==> config.mk <==
export PLATFORM = sky130hd
export DESIGN_NAME = led_matrix_scan_controller
export DESIGN_NICKNAME = d
export VERILOG_FILES = /design/src/ledm_pkg.sv /design/src/i2c_write_port.sv /design/src/led_matrix_scan_controller.sv /design/src/scan_timer.sv
export SDC_FILE = /design/constraint.sdc
export NUM_CORES = 1
export LEC_CHECK = 0
export BUFFER_PORTS_ARGS = -buffer_cell sky130_fd_sc_hd__buf_2
export CAP_MARGIN = 20
export CELL_PAD_IN_SITES_DETAIL_PLACEMENT = 1
export CELL_PAD_IN_SITES_GLOBAL_PLACEMENT = 2
export CORE_ASPECT_RATIO = 1.1
export CORE_MARGIN = 4
export CORE_UTILIZATION = 29
export DETAILED_ROUTE_END_ITERATION = 8
export HOLD_SLACK_MARGIN = 0.03
export PLACE_DENSITY_LB_ADDON = 0.1
export RECOVER_POWER = 25
export SLEW_MARGIN = 20
export SYNTH_ARGS = -nofsm -noshare
export SYNTH_HDL_FRONTEND = slang
export SYNTH_SLANG_ARGS = --single-unit
==> constraint.sdc <==
create_clock -name mclk -period 2 [get_ports mclk]
set_clock_uncertainty 0.15 [all_clocks]
set_input_delay 0.4 -clock mclk [delete_from_list [all_inputs] [get_ports mclk]]
set_output_delay 0.4 -clock mclk [all_outputs]
set_load 0.01 [all_outputs]
==> src/ledm_pkg.sv <==
// shared constants, register map and state codes for the led matrix scan controller
package ledm_pkg;

   // ****************************************************************
   // bus address and register map
   // ****************************************************************
   localparam logic [4:0] DEV_ADDR_HI   = 5'h18;
   localparam logic [7:0] REG_CONFIG    = 8'h00;
   localparam logic [7:0] REG_COL_FIRST = 8'h01;
   localparam logic [7:0] REG_COMMIT    = 8'h0C;
   localparam logic [7:0] REG_LIGHT     = 8'h0D;
   localparam logic [7:0] REG_EQ        = 8'h0F;
   localparam logic [7:0] COMMIT_KEY    = 8'h00;

   // ****************************************************************
   // field positions and reset values
   // ****************************************************************
   localparam int         CFG_PD_BIT    = 7;
   localparam int         CFG_AUDIO_BIT = 2;
   localparam int         CFG_GEOM_HI   = 1;
   localparam int         CFG_GEOM_LO   = 0;
   localparam int         LIGHT_CUR_HI  = 3;
   localparam int         LIGHT_CUR_LO  = 0;
   localparam int         LIGHT_GAIN_HI = 6;
   localparam int         LIGHT_GAIN_LO = 4;
   localparam int         EQ_EN_BIT     = 6;
   localparam logic [7:0] CFG_RST       = 8'h00;
   localparam logic [7:0] LIGHT_RST     = 8'h00;
   localparam logic [7:0] COL_RST       = 8'h00;
   localparam logic [7:0] ROW_MASK_FULL = 8'hFF;
   localparam logic [7:0] ROW_MASK_5X11 = 8'h1F;

   // ****************************************************************
   // array shape
   // ****************************************************************
   localparam int NUM_COLS = 11;
   localparam int EQ_COLS  = 8;
   localparam int ROW_BITS = 8;

   typedef enum logic [1:0] {
      GEOM_8X8  = 2'b00,
      GEOM_7X9  = 2'b01,
      GEOM_6X10 = 2'b10,
      GEOM_5X11 = 2'b11
   } geom_e;

   // ****************************************************************
   // scan timing
   // ****************************************************************
   localparam int CLK_MHZ     = 200;
   localparam int COL_ON_US   = 32;
   localparam int COL_GAP_US  = 1;
   localparam int COL_ON_CYC  = COL_ON_US * CLK_MHZ;
   localparam int COL_GAP_CYC = COL_GAP_US * CLK_MHZ;

   // ****************************************************************
   // serial port
   // ****************************************************************
   localparam logic [3:0] BYTE_DONE = 4'h8;
   localparam logic [3:0] ACK_DONE  = 4'h9;

   typedef enum logic [1:0] {
      I2C_IDLE = 2'b00,
      I2C_ADDR = 2'b01,
      I2C_REG  = 2'b10,
      I2C_DATA = 2'b11
   } i2c_state_e;

endpackage

==> src/i2c_write_port.sv <==
// write-only serial slave: address match, register/data byte pairs, acknowledge
`timescale 1ns/100ps
module i2c_write_port
   import ledm_pkg::*;
(
   input  wire logic       mclk,
   input  wire logic       rst_n,
   input  wire logic       scl_i,
   input  wire logic       sda_i,
   input  wire logic [1:0] addr_strap_i,
   output logic            sda_o,
   output logic            sda_oe_n,
   output logic            wr_stb,
   output logic [7:0]      wr_addr,
   output logic [7:0]      wr_data
);

   // ****************************************************************
   // bus event detection
   // ****************************************************************
   logic       scl_q;
   logic       sda_q;
   i2c_state_e state_r;
   i2c_state_e state_nxt;
   logic [3:0] bit_cnt_r;
   logic [7:0] shift_r;
   logic [1:0] strap_r;
   logic       strap_vld_r;

   wire scl_rise = scl_i & ~scl_q;
   wire scl_fall = ~scl_i & scl_q;
   wire start_c  = scl_i & scl_q & sda_q & ~sda_i;
   wire stop_c   = scl_i & scl_q & ~sda_q & sda_i;
   wire active_c = (state_r != I2C_IDLE);
   wire take_bit = active_c & scl_rise & (bit_cnt_r < BYTE_DONE);
   wire byte_end = active_c & scl_fall & (bit_cnt_r == BYTE_DONE);
   wire ack_end  = active_c & scl_fall & (bit_cnt_r == ACK_DONE);
   // read bit must be 0: the port only ever accepts writes
   wire addr_hit = (shift_r == {DEV_ADDR_HI, strap_r, 1'b0});

   // ****************************************************************
   // byte sequencing
   // ****************************************************************
   always_comb begin
      state_nxt = state_r;
      if (byte_end) begin
         unique case (state_r)
            I2C_IDLE : state_nxt = I2C_IDLE;
            I2C_ADDR : state_nxt = addr_hit ? I2C_REG : I2C_IDLE;
            I2C_REG  : state_nxt = I2C_DATA;
            I2C_DATA : state_nxt = I2C_REG;
         endcase
      end
   end

   // strap sampled once after reset release, never under the reset itself
   always_ff @(posedge mclk or negedge rst_n) begin
      if (!rst_n) begin
         strap_r     <= 2'h0;
         strap_vld_r <= 1'b0;
      end else if (!strap_vld_r) begin
         strap_r     <= addr_strap_i;
         strap_vld_r <= 1'b1;
      end
   end

   always_ff @(posedge mclk or negedge rst_n) begin
      if (!rst_n) begin
         scl_q     <= 1'b1;
         sda_q     <= 1'b1;
         state_r   <= I2C_IDLE;
         bit_cnt_r <= 4'h0;
         shift_r   <= 8'h00;
      end else begin
         scl_q <= scl_i;
         sda_q <= sda_i;
         if (start_c || stop_c) begin
            state_r   <= start_c ? I2C_ADDR : I2C_IDLE;
            bit_cnt_r <= 4'h0;
         end else begin
            state_r <= state_nxt;
            if (take_bit) begin
               shift_r   <= {shift_r[6:0], sda_i};
               bit_cnt_r <= bit_cnt_r + 4'h1;
            end else if (byte_end) begin
               bit_cnt_r <= ACK_DONE;
            end else if (ack_end) begin
               bit_cnt_r <= 4'h0;
            end
         end
      end
   end

   // ****************************************************************
   // acknowledge drive and write strobe
   // ****************************************************************
   always_ff @(posedge mclk or negedge rst_n) begin
      if (!rst_n) begin
         sda_o    <= 1'b0;
         sda_oe_n <= 1'b1;
         wr_stb   <= 1'b0;
         wr_addr  <= 8'h00;
         wr_data  <= 8'h00;
      end else begin
         sda_o  <= 1'b0;
         wr_stb <= byte_end & (state_r == I2C_DATA);
         if (start_c || stop_c || ack_end) begin
            sda_oe_n <= 1'b1;
         end else if (byte_end) begin
            sda_oe_n <= (state_r == I2C_ADDR) & ~addr_hit;
         end
         if (byte_end && state_r == I2C_REG) begin
            wr_addr <= shift_r;
         end
         if (byte_end && state_r == I2C_DATA) begin
            wr_data <= shift_r;
         end
      end
   end
endmodule

==> src/led_matrix_scan_controller.sv <==
// top of the led matrix scan controller: registers, double buffer, scan outputs
`timescale 1ns/100ps
module led_matrix_scan_controller
   import ledm_pkg::*;
#(
   parameter int ON_CYCLES  = COL_ON_CYC,
   parameter int GAP_CYCLES = COL_GAP_CYC
)(
   input  wire logic                mclk,
   input  wire logic                rst_n,
   input  wire logic                scl_i,
   input  wire logic                sda_i,
   output logic                     sda_o,
   output logic                     sda_oe_n,
   input  wire logic [1:0]          addr_strap_i,
   input  wire logic [ROW_BITS-1:0] eq_rows_i,
   output logic [NUM_COLS-1:0]      column_sink_lines,
   output logic [ROW_BITS-1:0]      row_bits,
   output logic [3:0]               row_current_code,
   output logic [2:0]               input_gain_select,
   output logic                     audio_mod_en,
   output logic                     equalizer_mode_enable,
   output logic                     power_down_bit
);

   // ****************************************************************
   // serial write port
   // ****************************************************************
   logic       wr_stb;
   logic [7:0] wr_addr;
   logic [7:0] wr_data;

   i2c_write_port u_port (
      .mclk         (mclk),
      .rst_n        (rst_n),
      .scl_i        (scl_i),
      .sda_i        (sda_i),
      .addr_strap_i (addr_strap_i),
      .sda_o        (sda_o),
      .sda_oe_n     (sda_oe_n),
      .wr_stb       (wr_stb),
      .wr_addr      (wr_addr),
      .wr_data      (wr_data)
   );

   // ****************************************************************
   // register decode
   // ****************************************************************
   logic [7:0]                   cfg_r;
   logic [7:0]                   light_r;
   logic                         eq_en_r;
   logic [NUM_COLS-1:0][7:0]     shadow_r;
   logic [NUM_COLS-1:0][7:0]     column_pattern_slots_r;

   wire cfg_we    = wr_stb & (wr_addr == REG_CONFIG);
   wire light_we  = wr_stb & (wr_addr == REG_LIGHT);
   wire eq_we     = wr_stb & (wr_addr == REG_EQ);
   // any other commit value is ignored, so a stray write cannot flip the picture
   wire commit_we = wr_stb & (wr_addr == REG_COMMIT) & (wr_data == COMMIT_KEY);

   // nothing here clears on shutdown, so the picture returns unchanged
   always_ff @(posedge mclk or negedge rst_n) begin
      if (!rst_n) begin
         cfg_r   <= CFG_RST;
         light_r <= LIGHT_RST;
         eq_en_r <= 1'b0;
      end else begin
         if (cfg_we) begin
            cfg_r <= wr_data;
         end
         if (light_we) begin
            light_r <= wr_data;
         end
         if (eq_we) begin
            eq_en_r <= wr_data[EQ_EN_BIT];
         end
      end
   end

   // ****************************************************************
   // double-buffered column patterns
   // ****************************************************************
   for (genvar c = 0; c < NUM_COLS; c++) begin : g_col
      wire slot_we = wr_stb & (wr_addr == 8'(REG_COL_FIRST + 8'(c)));
      always_ff @(posedge mclk or negedge rst_n) begin
         if (!rst_n) begin
            shadow_r[c]               <= COL_RST;
            column_pattern_slots_r[c] <= COL_RST;
         end else begin
            if (slot_we) begin
               shadow_r[c] <= wr_data;
            end
            if (commit_we) begin
               column_pattern_slots_r[c] <= shadow_r[c];
            end
         end
      end
   end

   // ****************************************************************
   // geometry and scan time base
   // ****************************************************************
   logic [3:0] col_idx;
   logic       col_on;

   wire [1:0]          array_geometry_select = cfg_r[CFG_GEOM_HI:CFG_GEOM_LO];
   wire                pd_c       = cfg_r[CFG_PD_BIT];
   // 8x8, 7x9, 6x10, 5x11: one more column and one less row per step
   wire [3:0]          ncols      = 4'(EQ_COLS) + {2'b00, array_geometry_select};
   wire [ROW_BITS-1:0] row_mask   = ROW_MASK_FULL >> array_geometry_select;

   scan_timer #(
      .ON_CYCLES  (ON_CYCLES),
      .GAP_CYCLES (GAP_CYCLES)
   ) u_timer (
      .mclk      (mclk),
      .rst_n     (rst_n),
      .ncols_i   (ncols),
      .col_idx_r (col_idx),
      .col_on_r  (col_on)
   );

   // ****************************************************************
   // output drive
   // ****************************************************************
   wire                in_geom  = (col_idx < ncols);
   wire                in_eq    = ~eq_en_r | (col_idx < 4'(EQ_COLS));
   wire                col_ok   = col_on & in_geom & in_eq & ~pd_c;
   wire [ROW_BITS-1:0] dot_rows = column_pattern_slots_r[col_idx];
   // band levels replace stored data while equalizer mode is on
   wire [ROW_BITS-1:0] src_rows = eq_en_r ? eq_rows_i : dot_rows;

   wire [NUM_COLS-1:0] col_nxt  = col_ok ? (NUM_COLS'(1) << col_idx) : '0;
   wire [ROW_BITS-1:0] row_nxt  = col_ok ? (src_rows & row_mask) : '0;
   // modulation only applies to dot modes; current code passes in both
   wire                aud_nxt  = cfg_r[CFG_AUDIO_BIT] & ~eq_en_r & ~pd_c;

   always_ff @(posedge mclk or negedge rst_n) begin
      if (!rst_n) begin
         column_sink_lines     <= '0;
         row_bits              <= '0;
         row_current_code      <= LIGHT_RST[LIGHT_CUR_HI:LIGHT_CUR_LO];
         input_gain_select     <= LIGHT_RST[LIGHT_GAIN_HI:LIGHT_GAIN_LO];
         audio_mod_en          <= 1'b0;
         equalizer_mode_enable <= 1'b0;
         power_down_bit        <= 1'b0;
      end else begin
         column_sink_lines     <= col_nxt;
         row_bits              <= row_nxt;
         row_current_code      <= light_r[LIGHT_CUR_HI:LIGHT_CUR_LO];
         input_gain_select     <= light_r[LIGHT_GAIN_HI:LIGHT_GAIN_LO];
         audio_mod_en          <= aud_nxt;
         equalizer_mode_enable <= eq_en_r;
         power_down_bit        <= pd_c;
      end
   end
endmodule

==> src/scan_timer.sv <==
// free-running column scan time base: column on time, gap, wrap at column count
`timescale 1ns/100ps
module scan_timer
   import ledm_pkg::*;
#(
   parameter int ON_CYCLES  = COL_ON_CYC,
   parameter int GAP_CYCLES = COL_GAP_CYC,
   parameter int CNT_W      = 16
)(
   input  wire logic       mclk,
   input  wire logic       rst_n,
   input  wire logic [3:0] ncols_i,
   output logic [3:0]      col_idx_r,
   output logic            col_on_r
);

   if (ON_CYCLES < 1 || GAP_CYCLES < 1 || ON_CYCLES >= 2**CNT_W || GAP_CYCLES >= 2**CNT_W)
      $error("scan timer counts out of range");

   localparam logic [CNT_W-1:0] ON_LOAD  = CNT_W'(ON_CYCLES - 1);
   localparam logic [CNT_W-1:0] GAP_LOAD = CNT_W'(GAP_CYCLES - 1);

   logic [CNT_W-1:0] cnt_r;
   wire              last_c = (col_idx_r >= 4'(ncols_i - 4'h1));

   // runs from reset with no host help, so refresh never stalls
   always_ff @(posedge mclk or negedge rst_n) begin
      if (!rst_n) begin
         cnt_r     <= ON_LOAD;
         col_on_r  <= 1'b1;
         col_idx_r <= 4'h0;
      end else if (cnt_r != '0) begin
         cnt_r <= cnt_r - 1'b1;
      end else if (col_on_r) begin
         cnt_r    <= GAP_LOAD;
         col_on_r <= 1'b0;
      end else begin
         cnt_r     <= ON_LOAD;
         col_on_r  <= 1'b1;
         col_idx_r <= last_c ? 4'h0 : col_idx_r + 4'h1;
      end
   end

   // ****************************************************************
   // checks
   // ****************************************************************
   logic [CNT_W-1:0] on_run_r;
   logic [CNT_W-1:0] gap_run_r;
   always_ff @(posedge mclk or negedge rst_n) begin
      if (!rst_n) begin
         on_run_r  <= '0;
         gap_run_r <= '0;
      end else begin
         on_run_r  <= col_on_r ? on_run_r + 1'b1 : '0;
         gap_run_r <= col_on_r ? '0 : gap_run_r + 1'b1;
      end
   end
endmodule

==> metrics.md <==
| Metric | Value |
|---|---|
| Status | complete, but fails checks |
| Failing checks | setup timing |
| Drt total wl | 31.04 mm |
| Gr ovfl total | 0 |
| Worst Setup Start Kind | flop |
| Row Count | 76 |
| Die area | 0.04323 sq mm |
| Cell Area, Placed | 0.01325 sq mm |
| Die W | 198.6 um |
| Root Buffer | clkbuf_16 |
| Nets@finish | 1,025 |
| Final Cell Area | 0.01531 sq mm |
| Relative slew slack | 9.970% |
| H-tree depth | 2 |
| Slowest cell delay on critical path | 400 ps |
| CP cell instances | nor4_4, nand2_2, nor3b_2, and4_4, buf_12, clkbuf_16, mux2_2 |
| Slowest CP cell | dfrtp_1 |
| DR vias | 7,217 |
| Routed Antenna Nets | 0 |
| Post-synthesis async set-or-reset flop share | 100.0% |
| DRT Pass-1 Iters | 4 |
| Initial Util | 29.44% |
| First-pass GRT wire length | 48.49 mm |
| Avg WL per Cell | 20.42 um |
| DRC | 0 |
| EDFF count, synth | 0 |
| Worst setup path class | flop to flop |
| Worst-path clk slew | 60 ps |
| Crit path time final | 2263 ps |
| Worst-Margin Slew | 1350 ps |
| Final worst slack | -262.6 ps |
| Post-synthesis cell area | 0.01159 sq mm |
| Layout Utilization | 38.90% |
| Post-synthesis register bit count | 275 |
| GRT Total Usage | 14.34% |
| Critical Path AT | 2500 ps |
| Synthesis Warnings | 0 |
| Layout cell share with drive strength beyond 1 | 51.83% |
| HP Class | primary input to flop |
| Post-route insts no fill | 1,520 |
| Tcrit/Tclk final | 113.1% |
| Pre-CTS setup slack | -345.1 ps |
| Clock tree from TritonCTS | yes |
| Mean Syn Cell Area | 14.10 sq um |
| Final hold violation count | 0 |
| DIE HEIGHT | 217.7 um |
| Final HPWL DP | 20.37 mm |
| Synthesized instance count | 822 |
| Leading post-synthesis cells by cell area | dfrtp_1 (56%), mux2_2 (18%), dfstp_2 (3.2%), mux4_2 (3.1%), ha_1 (2.1%) |
| Routability-driven placement congestion ratio | 0.7521 |
| Clk Latency, worst-skew pair | 510 ps |
| Post-synth cell types | 50 |
| Static leakage | 7.438 nW |
| CP endpoint kind | flop |
| Area leader, netlist | dfrtp_1 |
| Antenna Cells | 0 |
| Synthesized net count | 855 |
| Largest net degree at the start of global routing | 53 |
| Setup tns final | -29,240 ps |
| Register area share after synthesis | 59.53% |
| CORE AREA | 0.03937 sq mm |
| Clock Path Buffers | 3 |
| Required @ worst endpoint | 2240 ps |
| Maximum vdd ir drop | 0.5569 mV |
| Port Buffer Count | 43 |
| Vias per cell | 4.748 |
| Most frequent cells in the layout | dfrtp_1 (259), mux2_2 (135), buf_4 (80) |
| Unrepaired setup endpoints after global routing | yes |
| P&R area growth vs syn | 32.12% |
| Io pins | 45 |
| PD cells | 783.8 mW/mm^2 |
| Peak Freq | 0.4420 GHz |
| TritonCTS Buffers | 34 |
| Vias in the first global route | 8,287 |
| Initial antenna violation count | 0 |
| Ys flop type | dfrtp_1 |
| DRT iter0 DRCs | 211 |
| Final setup vio count | 177 |
| # clock sinks | 275 |
| Placed Cells incl. Taps | 1,441 |
| Fillers | 4,024 |
| Final slew viol count | 0 |
| # Max-Cap Violations | 0 |
| Yosys top cell area share | 56.35% |
| Worst Path Max Fanout | 14 |
| Leading cell type in the layout, fill and taps excluded | dfrtp_1 |
-- stage by stage --
step	hold WS, ps	power [mW]
floorplan	-45.59	5.973
global placement	189.5	6.205
detailed placement	192.8	6.236
CTS	64.00	12.27
global route	68.40	12.57
finish	81.11	12.00
-- routing by layer --
metal	GRT usage [%]	vias up	wire, um
met5	0	-	0
li1	-	3265	-
met1	19.07	3829	14340
met3	2.534	38	823
met2	24.36	85	15350
met4	3.557	0	533
-- worst max-delay path, delay by kind of cell, from the launching register on --
family        cells  cell delay (ps)
flops             1              400
mux               1              330
buf+inv           2              350
simple gates      4              920
-- layout make-up --
class / count / area, sq um / share of cell area [%]
Sequential cell: 275 / 6902 / 45.07
Timing Repair Buffer: 173 / 1549 / 10.12
Tap cell: 507 / 634.4 / 4.143
Inverter: 19 / 73.82 / 0.4821
Clock inverter: 5 / 33.78 / 0.2206
Multi-Input combinational cell: 489 / 5080 / 33.18
Clock buffer: 52 / 1040 / 6.790
-- report_power, final --
part	switching, mW	internal, mW	leakage [nW]
clock network	2.30	3.56	0.524
logic	0.230	0.136	3.15
registers	0.116	5.65	3.76
-- cell families after synthesis --
kind of cell	Yosys count	synth area share (%)
buffers and inverters	58	2.418
muxes	233	24.11
other	2	0.06480
and+or+nand+nor	164	7.568
DFF	275	59.53
AOI/OAI and AO/OA	59	3.358
adders and majority gates	19	2.051
xor gates and xnor gates	12	0.9068
-- synthesized netlist by cell type (all sizes together) (4+ instances only) --
cell / n
a211oi: 8
a21oi: 20
and2: 7
and3: 9
buf: 16
clkbuf: 23
dfrtp: 261
dfstp: 14
ha: 19
inv: 19
mux2: 209
mux2i: 8
mux4: 16
nand2: 49
nand2b: 10
nand3: 13
nor2: 23
nor2b: 7
nor3: 12
nor3b: 9
nor4: 12
o211ai: 5
o21ai: 12
o311a: 5
or2: 4
xnor2: 8
xor2: 4
-- final timing paths --
check,startpoint,end,slack (ps),depth (start not counted)
min,eq_rows_i[2],row_bits[2],80,3
max,u_port.wr_addr[5],column_pattern_slots_r[0],-260,7
min in group asynchronous,rst_n,u_timer.cnt_r[9],600,2
max reg2reg,u_port.wr_addr[5],column_pattern_slots_r[0],-260,7
min reg2reg,light_r[5],input_gain_select[1],230,0
max in group asynchronous,rst_n,u_port.sda_oe_n,120,3
-- what timing repair did --
item | CTS | global route
pin swaps | 9 | 22
hold buffers | 5 | 0
gates cloned | 0 | 6
hold endpoints to repair | 86 | 0
buffers inserted | 6 | 8
resized for setup | 80 | 104
endpoints found under the setup margin | 210 | 227
-- state kept, by name (all words and copies together) (netlist names), 7 cells and up --
| signal | cells |
|---|---|
| u_timer.cnt_r | 16 |
| u_port.wr_addr | 8 |
| u_port.shift_r | 8 |
| row_bits | 8 |
| column_pattern_slots_r | 88 |
| shadow_r | 88 |
| column_sink_lines | 11 |
| u_port.wr_data | 8 |
| light_r | 7 |
No activity file was read; power rests on OpenSTA's default activity.
